$ cat src/hdl/power_mode_consts.vh
// Contract
// - supply start-up resets registers, enters sleep
// - wake command bit moves sleep to operating
// - standby command bit returns operating to sleep
// - entering sleep resets the register banks
// - leaving limp home always enters sleep
// - fail-safe input high enters limp home, resets
// - limp home drives channels 4, 5 from inputs
// - fail-safe input high wakes from sleep
// - any reset turns channels off, registers default; sleep and limp entry keep diagnosis flags, limp drives channels 4, 5
// - any reset sets the transmission error flag
// - undervoltage reads return diagnostic frame with flag
// - undervoltage reset released only when supplies good
// - reset command clears banks and diagnosis registers
// - limp home keeps reads, rejects every command
// - bus works with logic supply, battery absent
// - banks kept only with battery, fail-safe low
// - battery undervoltage asserts reset within 1 us
// - input select: off, input 1, input 2, on
`ifndef POWER_MODE_CONSTS_VH
`define POWER_MODE_CONSTS_VH

// register byte offsets
`define ADDR_COMMAND     4'h0
`define ADDR_INPUT_SEL   4'h4
`define ADDR_STATUS      4'h8
`define ADDR_DIAG        4'hc

// command register bits
`define CMD_WAKE_BIT     0
`define CMD_STANDBY_BIT  1
`define CMD_RESET_BIT    2

// status register bits
`define STAT_ON_BIT      0
`define STAT_LIMP_BIT    1
`define STAT_UV_BIT      2
`define STAT_TER_BIT     3
`define STAT_SLEEP_BIT   4
`define STAT_DIAG_LSB    8

// reset values
`define INPUT_SEL_RESET  16'h0000
`define DIAG_RESET       8'h00

// channel input select encodings
`define SEL_OFF          2'h0
`define SEL_IN1          2'h1
`define SEL_IN2          2'h2
`define SEL_ON           2'h3

// undervoltage assert delay, ns, and clock period, ns
`define UV_ASSERT_NS     1000
`define CLK_PERIOD_NS    5
`define UV_ASSERT_CYC    (`UV_ASSERT_NS / `CLK_PERIOD_NS)

`endif

$ cat src/hdl/power_mode_ctrl.v
`timescale 1ns/1ps
`include "power_mode_consts.vh"

module power_mode_ctrl #(
    parameter NCH      = 8,
    parameter NDIAG    = 8,
    parameter UV_FILT  = `UV_ASSERT_CYC
) (
    input  wire             clk_i,
    input  wire             rst_i,
    // classic wishbone slave
    input  wire             wb_cyc_i,
    input  wire             wb_stb_i,
    input  wire             wb_we_i,
    input  wire [3:0]       wb_adr_i,
    input  wire [3:0]       wb_sel_i,
    input  wire [31:0]      wb_dat_i,
    output reg  [31:0]      wb_dat_o,
    output reg              wb_ack_o,
    // supplies and pins
    input  wire             vbb_ok_i,
    input  wire             vdd_ok_i,
    input  wire             fail_safe_input_i,
    input  wire             in1_i,
    input  wire             in2_i,
    input  wire [NDIAG-1:0] diag_i,
    // channel drive and state
    output reg  [NCH-1:0]   ch_o,
    output wire             sleep_o,
    output wire             operating_o,
    output wire             limp_home_o,
    output wire             uv_reset_o,
    output wire             bank_reset_o
);

    localparam [2:0] ST_SLEEP = 3'b001;
    localparam [2:0] ST_ON    = 3'b010;
    localparam [2:0] ST_LIMP  = 3'b100;

    reg  [2:0]       state_q;
    reg  [2:0]       state_d;
    reg  [2*NCH-1:0] input_sel_q;
    reg  [NDIAG-1:0] diag_q;
    reg              ter_q;
    reg              limp_q;
    reg  [NCH-1:0]   ch_d;

    wire             uv_rst;
    wire             req;
    wire             wr;
    wire             rd;
    wire             cmd_wr;
    wire             cmd_ok;
    wire             cmd_wake;
    wire             cmd_standby;
    wire             cmd_reset;
    wire             limp_req;
    wire             bank_rst;
    wire             enter_sleep;
    wire             limp_entry;
    wire             any_reset;
    wire             ter_clr;
    wire [31:0]      status_word;

    uv_reset_gen #(
        .FILT_CYC (UV_FILT),
        .CW       (8)
    ) u_uv (
        .clk_i      (clk_i),
        .rst_i      (rst_i),
        .vbb_ok_i   (vbb_ok_i),
        .vdd_ok_i   (vdd_ok_i),
        .uv_reset_o (uv_rst)
    );

    // bus decode; the slave itself only needs rst_i, not the battery
    assign req = wb_cyc_i && wb_stb_i && !wb_ack_o;
    assign wr  = req && wb_we_i;
    assign rd  = req && !wb_we_i;

    // commands are dropped in limp home and during undervoltage
    assign cmd_wr      = wr && (wb_adr_i == `ADDR_COMMAND) && wb_sel_i[0];
    assign cmd_ok      = cmd_wr && !limp_q && !uv_rst;
    assign cmd_wake    = cmd_ok && wb_dat_i[`CMD_WAKE_BIT];
    assign cmd_standby = cmd_ok && wb_dat_i[`CMD_STANDBY_BIT];
    assign cmd_reset   = cmd_ok && wb_dat_i[`CMD_RESET_BIT];

    // limp home needs both the battery and the logic supply, as uv_rst covers either
    assign limp_req = fail_safe_input_i && !uv_rst;

    // mode sequencing
    always @* begin
        state_d = state_q;
        case (state_q)
            ST_SLEEP: begin
                if (limp_req) begin
                    state_d = ST_LIMP;
                end else if (cmd_wake) begin
                    state_d = ST_ON;
                end
            end
            ST_ON: begin
                if (uv_rst) begin
                    state_d = ST_SLEEP;
                end else if (limp_req) begin
                    state_d = ST_LIMP;
                end else if (cmd_standby) begin
                    state_d = ST_SLEEP;
                end
            end
            ST_LIMP: begin
                if (!limp_req) begin
                    state_d = ST_SLEEP;
                end
            end
            default: begin
                state_d = ST_SLEEP;
            end
        endcase
    end

    always @(posedge clk_i) begin
        if (rst_i) begin
            state_q <= ST_SLEEP;
            limp_q  <= 1'b0;
        end else begin
            state_q <= state_d;
            limp_q  <= (state_d == ST_LIMP);
        end
    end

    assign enter_sleep = (state_d == ST_SLEEP) && (state_q != ST_SLEEP);
    assign limp_entry  = (state_d == ST_LIMP) && (state_q != ST_LIMP);

    // banks held reset without battery, in limp home, in sleep,
    // and for a reset command
    assign bank_rst = rst_i || uv_rst || limp_req
                   || (state_d == ST_SLEEP)
                   || cmd_reset;

    // input select bank, one byte lane per four channels
    always @(posedge clk_i) begin
        if (bank_rst) begin
            input_sel_q <= `INPUT_SEL_RESET;
        end else if (wr && (wb_adr_i == `ADDR_INPUT_SEL) && !limp_q) begin
            if (wb_sel_i[0]) begin
                input_sel_q[7:0] <= wb_dat_i[7:0];
            end
            if (wb_sel_i[1]) begin
                input_sel_q[15:8] <= wb_dat_i[15:8];
            end
        end
    end

    // diagnosis flags latch while diagnostics run; cleared by start-up, undervoltage or the reset command
    always @(posedge clk_i) begin
        if (rst_i || cmd_reset || uv_rst) begin
            diag_q <= `DIAG_RESET;
        end else if (state_q == ST_ON) begin
            diag_q <= diag_q | diag_i;
        end
    end

    // transmission error flag: any reset sets it, write one clears it.
    // set wins over a clear landing in the same cycle
    assign any_reset = uv_rst || limp_entry || cmd_reset
                    || (enter_sleep && !uv_rst);
    assign ter_clr   = wr && (wb_adr_i == `ADDR_STATUS) && wb_sel_i[0]
                    && wb_dat_i[`STAT_TER_BIT] && !uv_rst;

    always @(posedge clk_i) begin
        if (rst_i) begin
            ter_q <= 1'b1;
        end else if (any_reset) begin
            ter_q <= 1'b1;
        end else if (ter_clr) begin
            ter_q <= 1'b0;
        end
    end

    // channel drive
    genvar g;
    generate
        for (g = 0; g < NCH; g = g + 1) begin : g_ch
            always @* begin
                ch_d[g] = 1'b0;
                if (state_d == ST_LIMP && !bank_rst_only_limp(g)) begin
                    ch_d[g] = 1'b0;
                end else if (state_d == ST_LIMP) begin
                    ch_d[g] = (g == 4) ? in1_i : in2_i;
                end else if (state_d == ST_ON && !cmd_reset) begin
                    case (input_sel_q[2*g+1:2*g])
                        `SEL_OFF: ch_d[g] = 1'b0;
                        `SEL_IN1: ch_d[g] = in1_i;
                        `SEL_IN2: ch_d[g] = in2_i;
                        default:  ch_d[g] = 1'b1;
                    endcase
                end
            end
        end
    endgenerate

    // only the two auto-configuring channels follow pins in limp home
    function bank_rst_only_limp;
        input integer idx;
        begin
            bank_rst_only_limp = (idx == 4) || (idx == 5);
        end
    endfunction

    always @(posedge clk_i) begin
        if (rst_i || uv_rst) begin
            ch_o <= {NCH{1'b0}};
        end else begin
            ch_o <= ch_d;
        end
    end

    // status word; under undervoltage it is the diagnostic frame
    assign status_word = {{(24-NDIAG){1'b0}}, diag_q,
                          3'h0,
                          (state_q == ST_SLEEP),
                          ter_q || uv_rst,
                          uv_rst,
                          limp_q,
                          (state_q == ST_ON)};

    // registered ack: one wait state, released the cycle after
    always @(posedge clk_i) begin
        if (rst_i) begin
            wb_ack_o <= 1'b0;
            wb_dat_o <= 32'h00000000;
        end else begin
            wb_ack_o <= req;
            if (rd) begin
                if (uv_rst) begin
                    wb_dat_o <= status_word;
                end else if (wb_adr_i == `ADDR_INPUT_SEL) begin
                    wb_dat_o <= {16'h0000, input_sel_q};
                end else if (wb_adr_i == `ADDR_STATUS) begin
                    wb_dat_o <= status_word;
                end else if (wb_adr_i == `ADDR_DIAG) begin
                    wb_dat_o <= {{(32-NDIAG){1'b0}}, diag_q};
                end else begin
                    wb_dat_o <= 32'h00000000;
                end
            end
        end
    end

    assign sleep_o      = (state_q == ST_SLEEP);
    assign operating_o  = (state_q == ST_ON);
    assign limp_home_o  = limp_q;
    assign uv_reset_o   = uv_rst;
    assign bank_reset_o = bank_rst;

endmodule // power_mode_ctrl

$ cat src/hdl/uv_reset_gen.v
`timescale 1ns/1ps
`include "power_mode_consts.vh"

module uv_reset_gen #(
    parameter FILT_CYC = `UV_ASSERT_CYC,
    parameter CW       = 8
) (
    input  wire clk_i,
    input  wire rst_i,
    input  wire vbb_ok_i,
    input  wire vdd_ok_i,
    output wire uv_reset_o
);

    reg [CW-1:0] low_cnt_q;
    reg          uv_q;

    // short battery dips are filtered; longest filter stays inside the
    // documented assert delay, so a real drop always resets in time
    always @(posedge clk_i) begin
        if (rst_i) begin
            low_cnt_q <= {CW{1'b0}};
            uv_q      <= 1'b1;
        end else if (vbb_ok_i && vdd_ok_i) begin
            low_cnt_q <= {CW{1'b0}};
            uv_q      <= 1'b0;
        end else if (!vdd_ok_i) begin
            uv_q      <= 1'b1;
        end else if (low_cnt_q >= FILT_CYC[CW-1:0] - 1'b1) begin
            uv_q      <= 1'b1;
        end else begin
            low_cnt_q <= low_cnt_q + 1'b1;
        end
    end

    assign uv_reset_o = uv_q;

endmodule // uv_reset_gen

$ cat config.mk
export PLATFORM = sky130hd
export DESIGN_NAME = power_mode_ctrl
export DESIGN_NICKNAME = d
export VERILOG_FILES = /design/src/hdl/power_mode_ctrl.v /design/src/hdl/uv_reset_gen.v
export VERILOG_INCLUDE_DIRS = /design/src /design/src/hdl
export SDC_FILE = /design/constraint.sdc
export NUM_CORES = 1
export LEC_CHECK = 0
export ABC_CLOCK_PERIOD_IN_PS = 3550
export BUFFER_PORTS_ARGS = -buffer_cell sky130_fd_sc_hd__buf_2
export CAP_MARGIN = 20
export CORE_UTILIZATION = 35
export CTS_CLUSTER_DIAMETER = 120
export DETAILED_ROUTE_END_ITERATION = 8
export GPL_TIMING_DRIVEN = 0
export PLACE_DENSITY_LB_ADDON = 0.05
export SYNTH_ARGS = -nofsm -noshare
export SYNTH_HDL_FRONTEND = slang
export SYNTH_SLANG_ARGS = --single-unit
$ cat constraint.sdc
create_clock -name clk_i -period 3.55 [get_ports clk_i]
set_clock_uncertainty 0.1 [all_clocks]
set_input_delay 0.355 -clock clk_i [delete_from_list [all_inputs] [get_ports clk_i]]
set_output_delay 0.355 -clock clk_i [all_outputs]
set_load 0.1 [all_outputs]
; After elaboration in Yosys (flattened, before gate mapping)
; Index checks and enable logic that the tools add are counted.
[op_classes]
magnitude_cmp = 1
bitwise_logic = 3
n_reduce_logical = 53
addsub = 1
n_eq_ne = 28
mux = 26
[ops]
columns = op, n
row1 = $mux 16, 3
row2 = $pmux 1 s3, 8
row3 = $logic_and 1x1->1, 23
row4 = $mux 3, 6
row5 = $eq 2x1->1 const B, 8
row6 = $eq 2x2->1 const B, 8
row7 = $logic_not 2->1, 8
row8 = $logic_or 1x1->1, 10
row9 = $pmux 3 s3, 1
row10 = $add 8x1->8 const B, 1
row11 = $eq 4x4->1 const B, 2
row12 = $ge 8x8->1 const B, 1
row13 = $mux 8, 1
row14 = $or 8x8->8, 1
row15 = $mux 1, 7
row16 = $eq 3x1->1 const B, 2
row17 = $eq 3x2->1 const B, 2
row18 = $eq 3x3->1 const B, 2
row19 = $ne 3x1->1 const B, 2
row20 = $reduce_and 2->1, 3
row21 = $logic_not 1->1, 5
row22 = $eq 4x3->1 const B, 1
row23 = $logic_not 4->1, 1
row24 = $reduce_or 2->1, 2
row25 = other kinds (3), 4
[word_totals]
in_bits = 58
regBits = 79
wordCells = 124
out_inout_bits = 46

; Longest topological paths before layout
[depth]
word_depth = 18
depth_mapped = 6
depth_no_buf = 5

; Hierarchy
; From an unflattened synthesis, not the netlist that was laid out.
[hier_totals]
hier_cells = 325
hier_area_um2 = 2972.9
[by_module_without_submodules]
columns = mod, cells_per_inst, seq_area_each_um2, instances, area_per_inst_um2
row1 = power_mode_ctrl, 275, 1081.0, 1, 2503.7
row2 = uv_reset_gen, 50, 180.2, 1, 469.2

; Worst setup path after synthesis
; Ideal clock, no wire load.
[synth_path]
kind = register to output
start = reg wb_ack_o
end = out bank_reset_o
stages_incl_launch_ff = 6
slack_ns = 0.763
n_path_buf = 1
required_time_ns = 3.095
arrival_time_ns = 2.332
path_cell_list = dfxtp_1 and4b_1 clkbuf_1 and4_1 o211ai_2 or2_2
[synth_between]
elab_chain_len = 15
word_cells_on_any_way = 19
cone_classes = eq/ne (1) / mux (6) / reduce/logical (12)
[synth_rtl]
columns = item, line_no
row1 = "start, declared", power_mode_ctrl.v:19  ; output reg wb_ack_o,
row2 = "start signal, assigned", power_mode_ctrl.v:234  ; wb_ack_o <= req;
row3 = $logic_not 1->1 (*), power_mode_ctrl.v:77  ; assign req = wb_cyc_i && wb_stb_i && !wb_ack_o;
row4 = $logic_and 1x1->1 (*), power_mode_ctrl.v:77
row5 = $logic_and 1x1->1 (*), power_mode_ctrl.v:78  ; assign wr = req && wb_we_i;
row6 = $logic_and 1x1->1 (*) (2 in series), power_mode_ctrl.v:82  ; assign cmd_wr = wr && (wb_adr_i == `ADDR_COMMAND) && wb_sel_i[0];
row7 = $logic_and 1x1->1 (*) (2 in series), power_mode_ctrl.v:83  ; assign cmd_ok = cmd_wr && !limp_q && !uv_rst;
row8 = $logic_and 1x1->1, power_mode_ctrl.v:85  ; assign cmd_standby = cmd_ok && wb_dat_i[`CMD_STANDBY_BIT];
row9 = $mux 3, power_mode_ctrl.v:107  ; end else if (cmd_standby) begin
row10 = $mux 3, power_mode_ctrl.v:105  ; end else if (limp_req) begin
row11 = $mux 3, power_mode_ctrl.v:103  ; if (uv_rst) begin
row12 = $pmux 3 s3, power_mode_ctrl.v:94  ; case (state_q)
row13 = $eq 3x1->1, power_mode_ctrl.v:138  ; || (state_d == ST_SLEEP)
row14 = $logic_or 1x1->1, power_mode_ctrl.v:138
row15 = $logic_or 1x1->1 (*), power_mode_ctrl.v:139  ; || cmd_reset;
row16 = "end, declared", power_mode_ctrl.v:33  ; output wire bank_reset_o
; Every way passes the cells marked *; elsewhere a longest branch is shown, timed or not.

; Worst setup path after layout
[layout_path]
start = reg state_q[0]
end = out bank_reset_o
[layout_between]
elab_chain_len = 7
word_cells_on_any_way = 13
cone_classes = eq/ne (4) / mux (7) / reduce/logical (2)
[layout_rtl]
columns = item, line_no
row1 = "start, declared", power_mode_ctrl.v:40  ; reg [2:0] state_q;
row2 = "start signal, assigned", power_mode_ctrl.v:127  ; state_q <= state_d;
row3 = $mux 3, power_mode_ctrl.v:107
row4 = $mux 3, power_mode_ctrl.v:105
row5 = $mux 3, power_mode_ctrl.v:103
row6 = $pmux 3 s3 (*), power_mode_ctrl.v:94
row7 = $eq 3x1->1 (*), power_mode_ctrl.v:138
row8 = $logic_or 1x1->1 (*), power_mode_ctrl.v:138
row9 = $logic_or 1x1->1 (*), power_mode_ctrl.v:139
; Marked as above.

==> flow_summary_export.csv <==
group,metric,value,unit
outcome,status,"finished clean",
synthesis,syn_area,2860,sq um
min_path,hold_depth,2,
sta,finalSetupViolations,0,
synthesis,syn-instance-count,311,
sta,worstMarginPinSlew,1020,ps
pwr,p_seq_frac,0.424,
pwr,power_leakage,0.00161,uW
grt,antenna_found_initial,0,
critical_path,path_max_fanout,9,
grt,grt_pass1_vias,2447,
critical_path,startpoint_type,"register",
pwr,clkPwrFrac,0.419,
floorplanning,die_h,92.4,microns
route,drt-initial-drc-count,62,
synthesis,avgSynthCellArea,9.20,sq um
cells_and_area,area_delta_synth_final,26.2,%
cts,insertion_delay,340,ps
floorplanning,fp.dieArea,8550,sq um
floorplanning,io-pin-count,104,
cts,root_buffer,"clkbuf_8",
grt,grt_first_pass_wirelength,12100,microns
sta,rsz0062_at_grt,"no",
cts,max-clock-path-buffers,2,
route,postRouteAntennaNets,0,
floorplanning,start_util,0.367,
synthesis,ys_types,53,
cells_and_area,drive_above_1_share,0.297,
min_path,min_from,"fail_safe_input_i",
critical_path,ff2ff_setup_slack,1460,ps
grt,use_met3,0.0419,
sta,fin_setup_tns,0,ps
route,firstDrtPassIters,4,
synthesis,synth_edf_count,0,
critical_path,worstReg2RegEnd,"input_sel_q[13]",
grt,track_usage,0.188,
sta,period_share,0.787,
cts,numCtsBuffers,9,
route,viasPerCell,5.02,
synthesis,yosys_warnings,0,
synthesis,ys_seq_area_frac,0.441,
pwr,p_switching,486,uW
cells_and_area,fin_cells,510,
place,place_hpwl,5830,microns
cts,h-tree-depth,3,
critical_path,rr_worst_depth,5,
critical_path,end_kind,"primary output",
cts,clock_sinks,63,
grt,grt_max_degree,11,
route,wl_per_cell,14.9,microns
floorplanning,coreArea,7810,sq um
pwr,peakVddDrop,0.221,mV
cts,cts_tree,"done",
cells_and_area,layout.nets,463,
run,max-cap-violations,0,
sta,fmax,358,MHz
critical_path,rr_startpoint,"u_uv.uv_reset_o",
synthesis,synth_seq_cells,63,
cells_and_area,antenna_cells,0,
critical_path,cp_data_arrival_time,2340,ps
place,dp_cells,495,
pwr,internal-power,1220,uW
cts,hold_buffers,0,
floorplanning,die_w,92.4,microns
sta,drv_slew,0,
route,vias,2558,
min_path,hold_end,"state_q[1]",
pwr,power_density,474,nW/um^2
route,wirelength,7580,microns
sta,hold_viol_final,0,
grt,gr-usage-met2,0.310,
grt,globalRouteOverflowTotal,0,
grt,grt_busiest_layer,"met2",
pwr,swShare,0.284,
cts,cts_resized,0,
sta,relSlewSlack,0.311,
place,gp_congestion,0.777,
grt,met1_usage,0.238,
min_path,hold_path_class,"primary input to register",
critical_path,crit_required,3090,ps
cts,postCtsSetupBuffers,0,
route,drc,0,
synthesis,synth_flop_cell,"dfxtp_1",
place,numPortBuffers,67,
pwr,comb_power_share,0.157,
critical_path,criticalPathCategory,"register to primary output",
floorplanning,row_count,32,
cts,clkTransAtPathRegs,70,ps
synthesis,async_flop_share,0,
sta,period_needed,2790,ps
[cells in the final DEF (no fill, tap or decap), types with 2 or more instances in the layout]
cell type / Yosys / layout
buf_2: 4 / 71
dfxtp_1: 63 / 63
nor2_1: 41 / 41
nor3_1: 32 / 32
buf_4: 17 / 17
mux2i_1: 17 / 17
a21oi_1: 16 / 16
conb_1: 1 / 16
clkbuf_8: 0 / 12
clkbuf_1: 11 / 11
a221oi_1: 11 / 11
nand3_1: 7 / 7
nor4_1: 7 / 7
nand4_1: 6 / 6
nand2_1: 6 / 6
xor2_1: 6 / 6
mux2_2: 6 / 6
nand2b_1: 4 / 4
o21ai_0: 4 / 4
o211ai_1: 4 / 4
inv_1: 3 / 3
o31ai_2: 3 / 3
a21o_1: 3 / 3
and3_1: 3 / 3
a22oi_1: 3 / 3
or3b_2: 2 / 2
and2_1: 2 / 2
nand3b_1: 2 / 2
a22o_1: 2 / 2
bufinv_16: 0 / 2
[cell usage after synthesis, types with 2 or more instances]
cell type  number  share of area
buf_4          17          0.045
clkbuf_1       11          0.014
dfxtp_1        63           0.44
inv_1           3         0.0039
a22oi_1         3         0.0079
or3b_2          2         0.0061
buf_2           4         0.0070
mux2_2          6          0.024
a21oi_1        16          0.028
o31ai_2         3          0.013
a221oi_1       11          0.034
a21o_1          3         0.0079
o211ai_1        4          0.010
nand3_1         7          0.012
xor2_1          6          0.018
mux2i_1        17          0.059
o21ai_0         4         0.0070
nand2_1         6         0.0079
nor3_1         32          0.056
nor4_1          7          0.015
nor2_1         41          0.054
and2_1          2         0.0044
nand4_1         6          0.013
a22o_1          2         0.0061
nand2b_1        4         0.0087
and3_1          3         0.0066
nand3b_1        2         0.0052
[routing by layer]
metal	vias up	wire, microns
met4	0	100
met5	-	0
met2	74	3510
li1	1288	-
met3	9	351
met1	1187	3610
[area by class of cell]
class                   count  area (sq um)
fillers                   821          4200
multi-input cells         226          1450
flip-flops and latches     63          1260
repair buffers             67           335
plain buffers              33           193
clock buffers              12           165
well taps                 102           128
clock inverters             3          65.1
inverters                   4          15.0
[critical path, stage by stage (launching register included)]
cell and delay [ps]:
dfxtp_1 430, or3b_2 540, o211ai_2 420, or2_2 190, buf_2 410
[stage by stage]
step / util / hold WS, ps / instance area (sq um) / total power [uW] / setup WS (ps)
2_1_floorplan: - / 332 / 2920 / 955 / 763
3_3_place_gp: 0.433 / 365 / 3380 / 1010 / 1050
3_5_place_dp: 0.433 / 371 / 3380 / 1010 / 1040
4_1_cts: 0.463 / 86.7 / 3610 / 1730 / 732
5_1_grt: 0.463 / 102 / 3610 / 1770 / 620
6_report: 0.463 / 103 / 3610 / 1710 / 757
[power groups by stage]
| stage | Combinational, uW | Clock (uW) | Sequential [uW] |
|---|---|---|---|
| 2_1_floorplan | 154 | 0 | 801 |
| 3_3_place_gp | 269 | 0 | 742 |
| 3_5_place_dp | 269 | 0 | 742 |
| 4_1_cts | 269 | 736 | 726 |
| 5_1_grt | 284 | 759 | 727 |
| 6_report | 269 | 716 | 726 |
[state kept, by name (all words and copies together) (netlist names)]
name / flops
ch_o: 8
diag_q: 8
input_sel_q: 16
limp_home_o: 1
state_q: 3
ter_q: 1
u_uv.low_cnt_q: 8
u_uv.uv_reset_o: 1
wb_ack_o: 1
wb_dat_o: 16
[logic make-up after synthesis]
| logic type | count (synthesis) | share of synthesized area |
|---|---|---|
| buffers and inverters | 37 | 0.0725 |
| AND/OR/NAND/NOR | 124 | 0.227 |
| XOR/XNOR | 7 | 0.0214 |
| multiplexers | 23 | 0.0830 |
| adder cells (fa/ha/maj) | 1 | 0.00437 |
| flip-flops | 63 | 0.441 |
| other | 1 | 0.00131 |
| AO/OA/AOI/OAI | 55 | 0.149 |
[worst max-delay path by stage]
stage | start | endpoint | slack [ps] | cells after the start
after CTS | state_q[0] | bank_reset_o | 730 | 4
after global routing | state_q[0] | bank_reset_o | 620 | 4
after floorplan | wb_ack_o | bank_reset_o | 760 | 5
final | state_q[0] | bank_reset_o | 760 | 4
after global placement | wb_adr_i[1] | bank_reset_o | 1050 | 6
after detailed placement | wb_adr_i[1] | bank_reset_o | 1040 | 6
(Power assumes the default switching activity.)
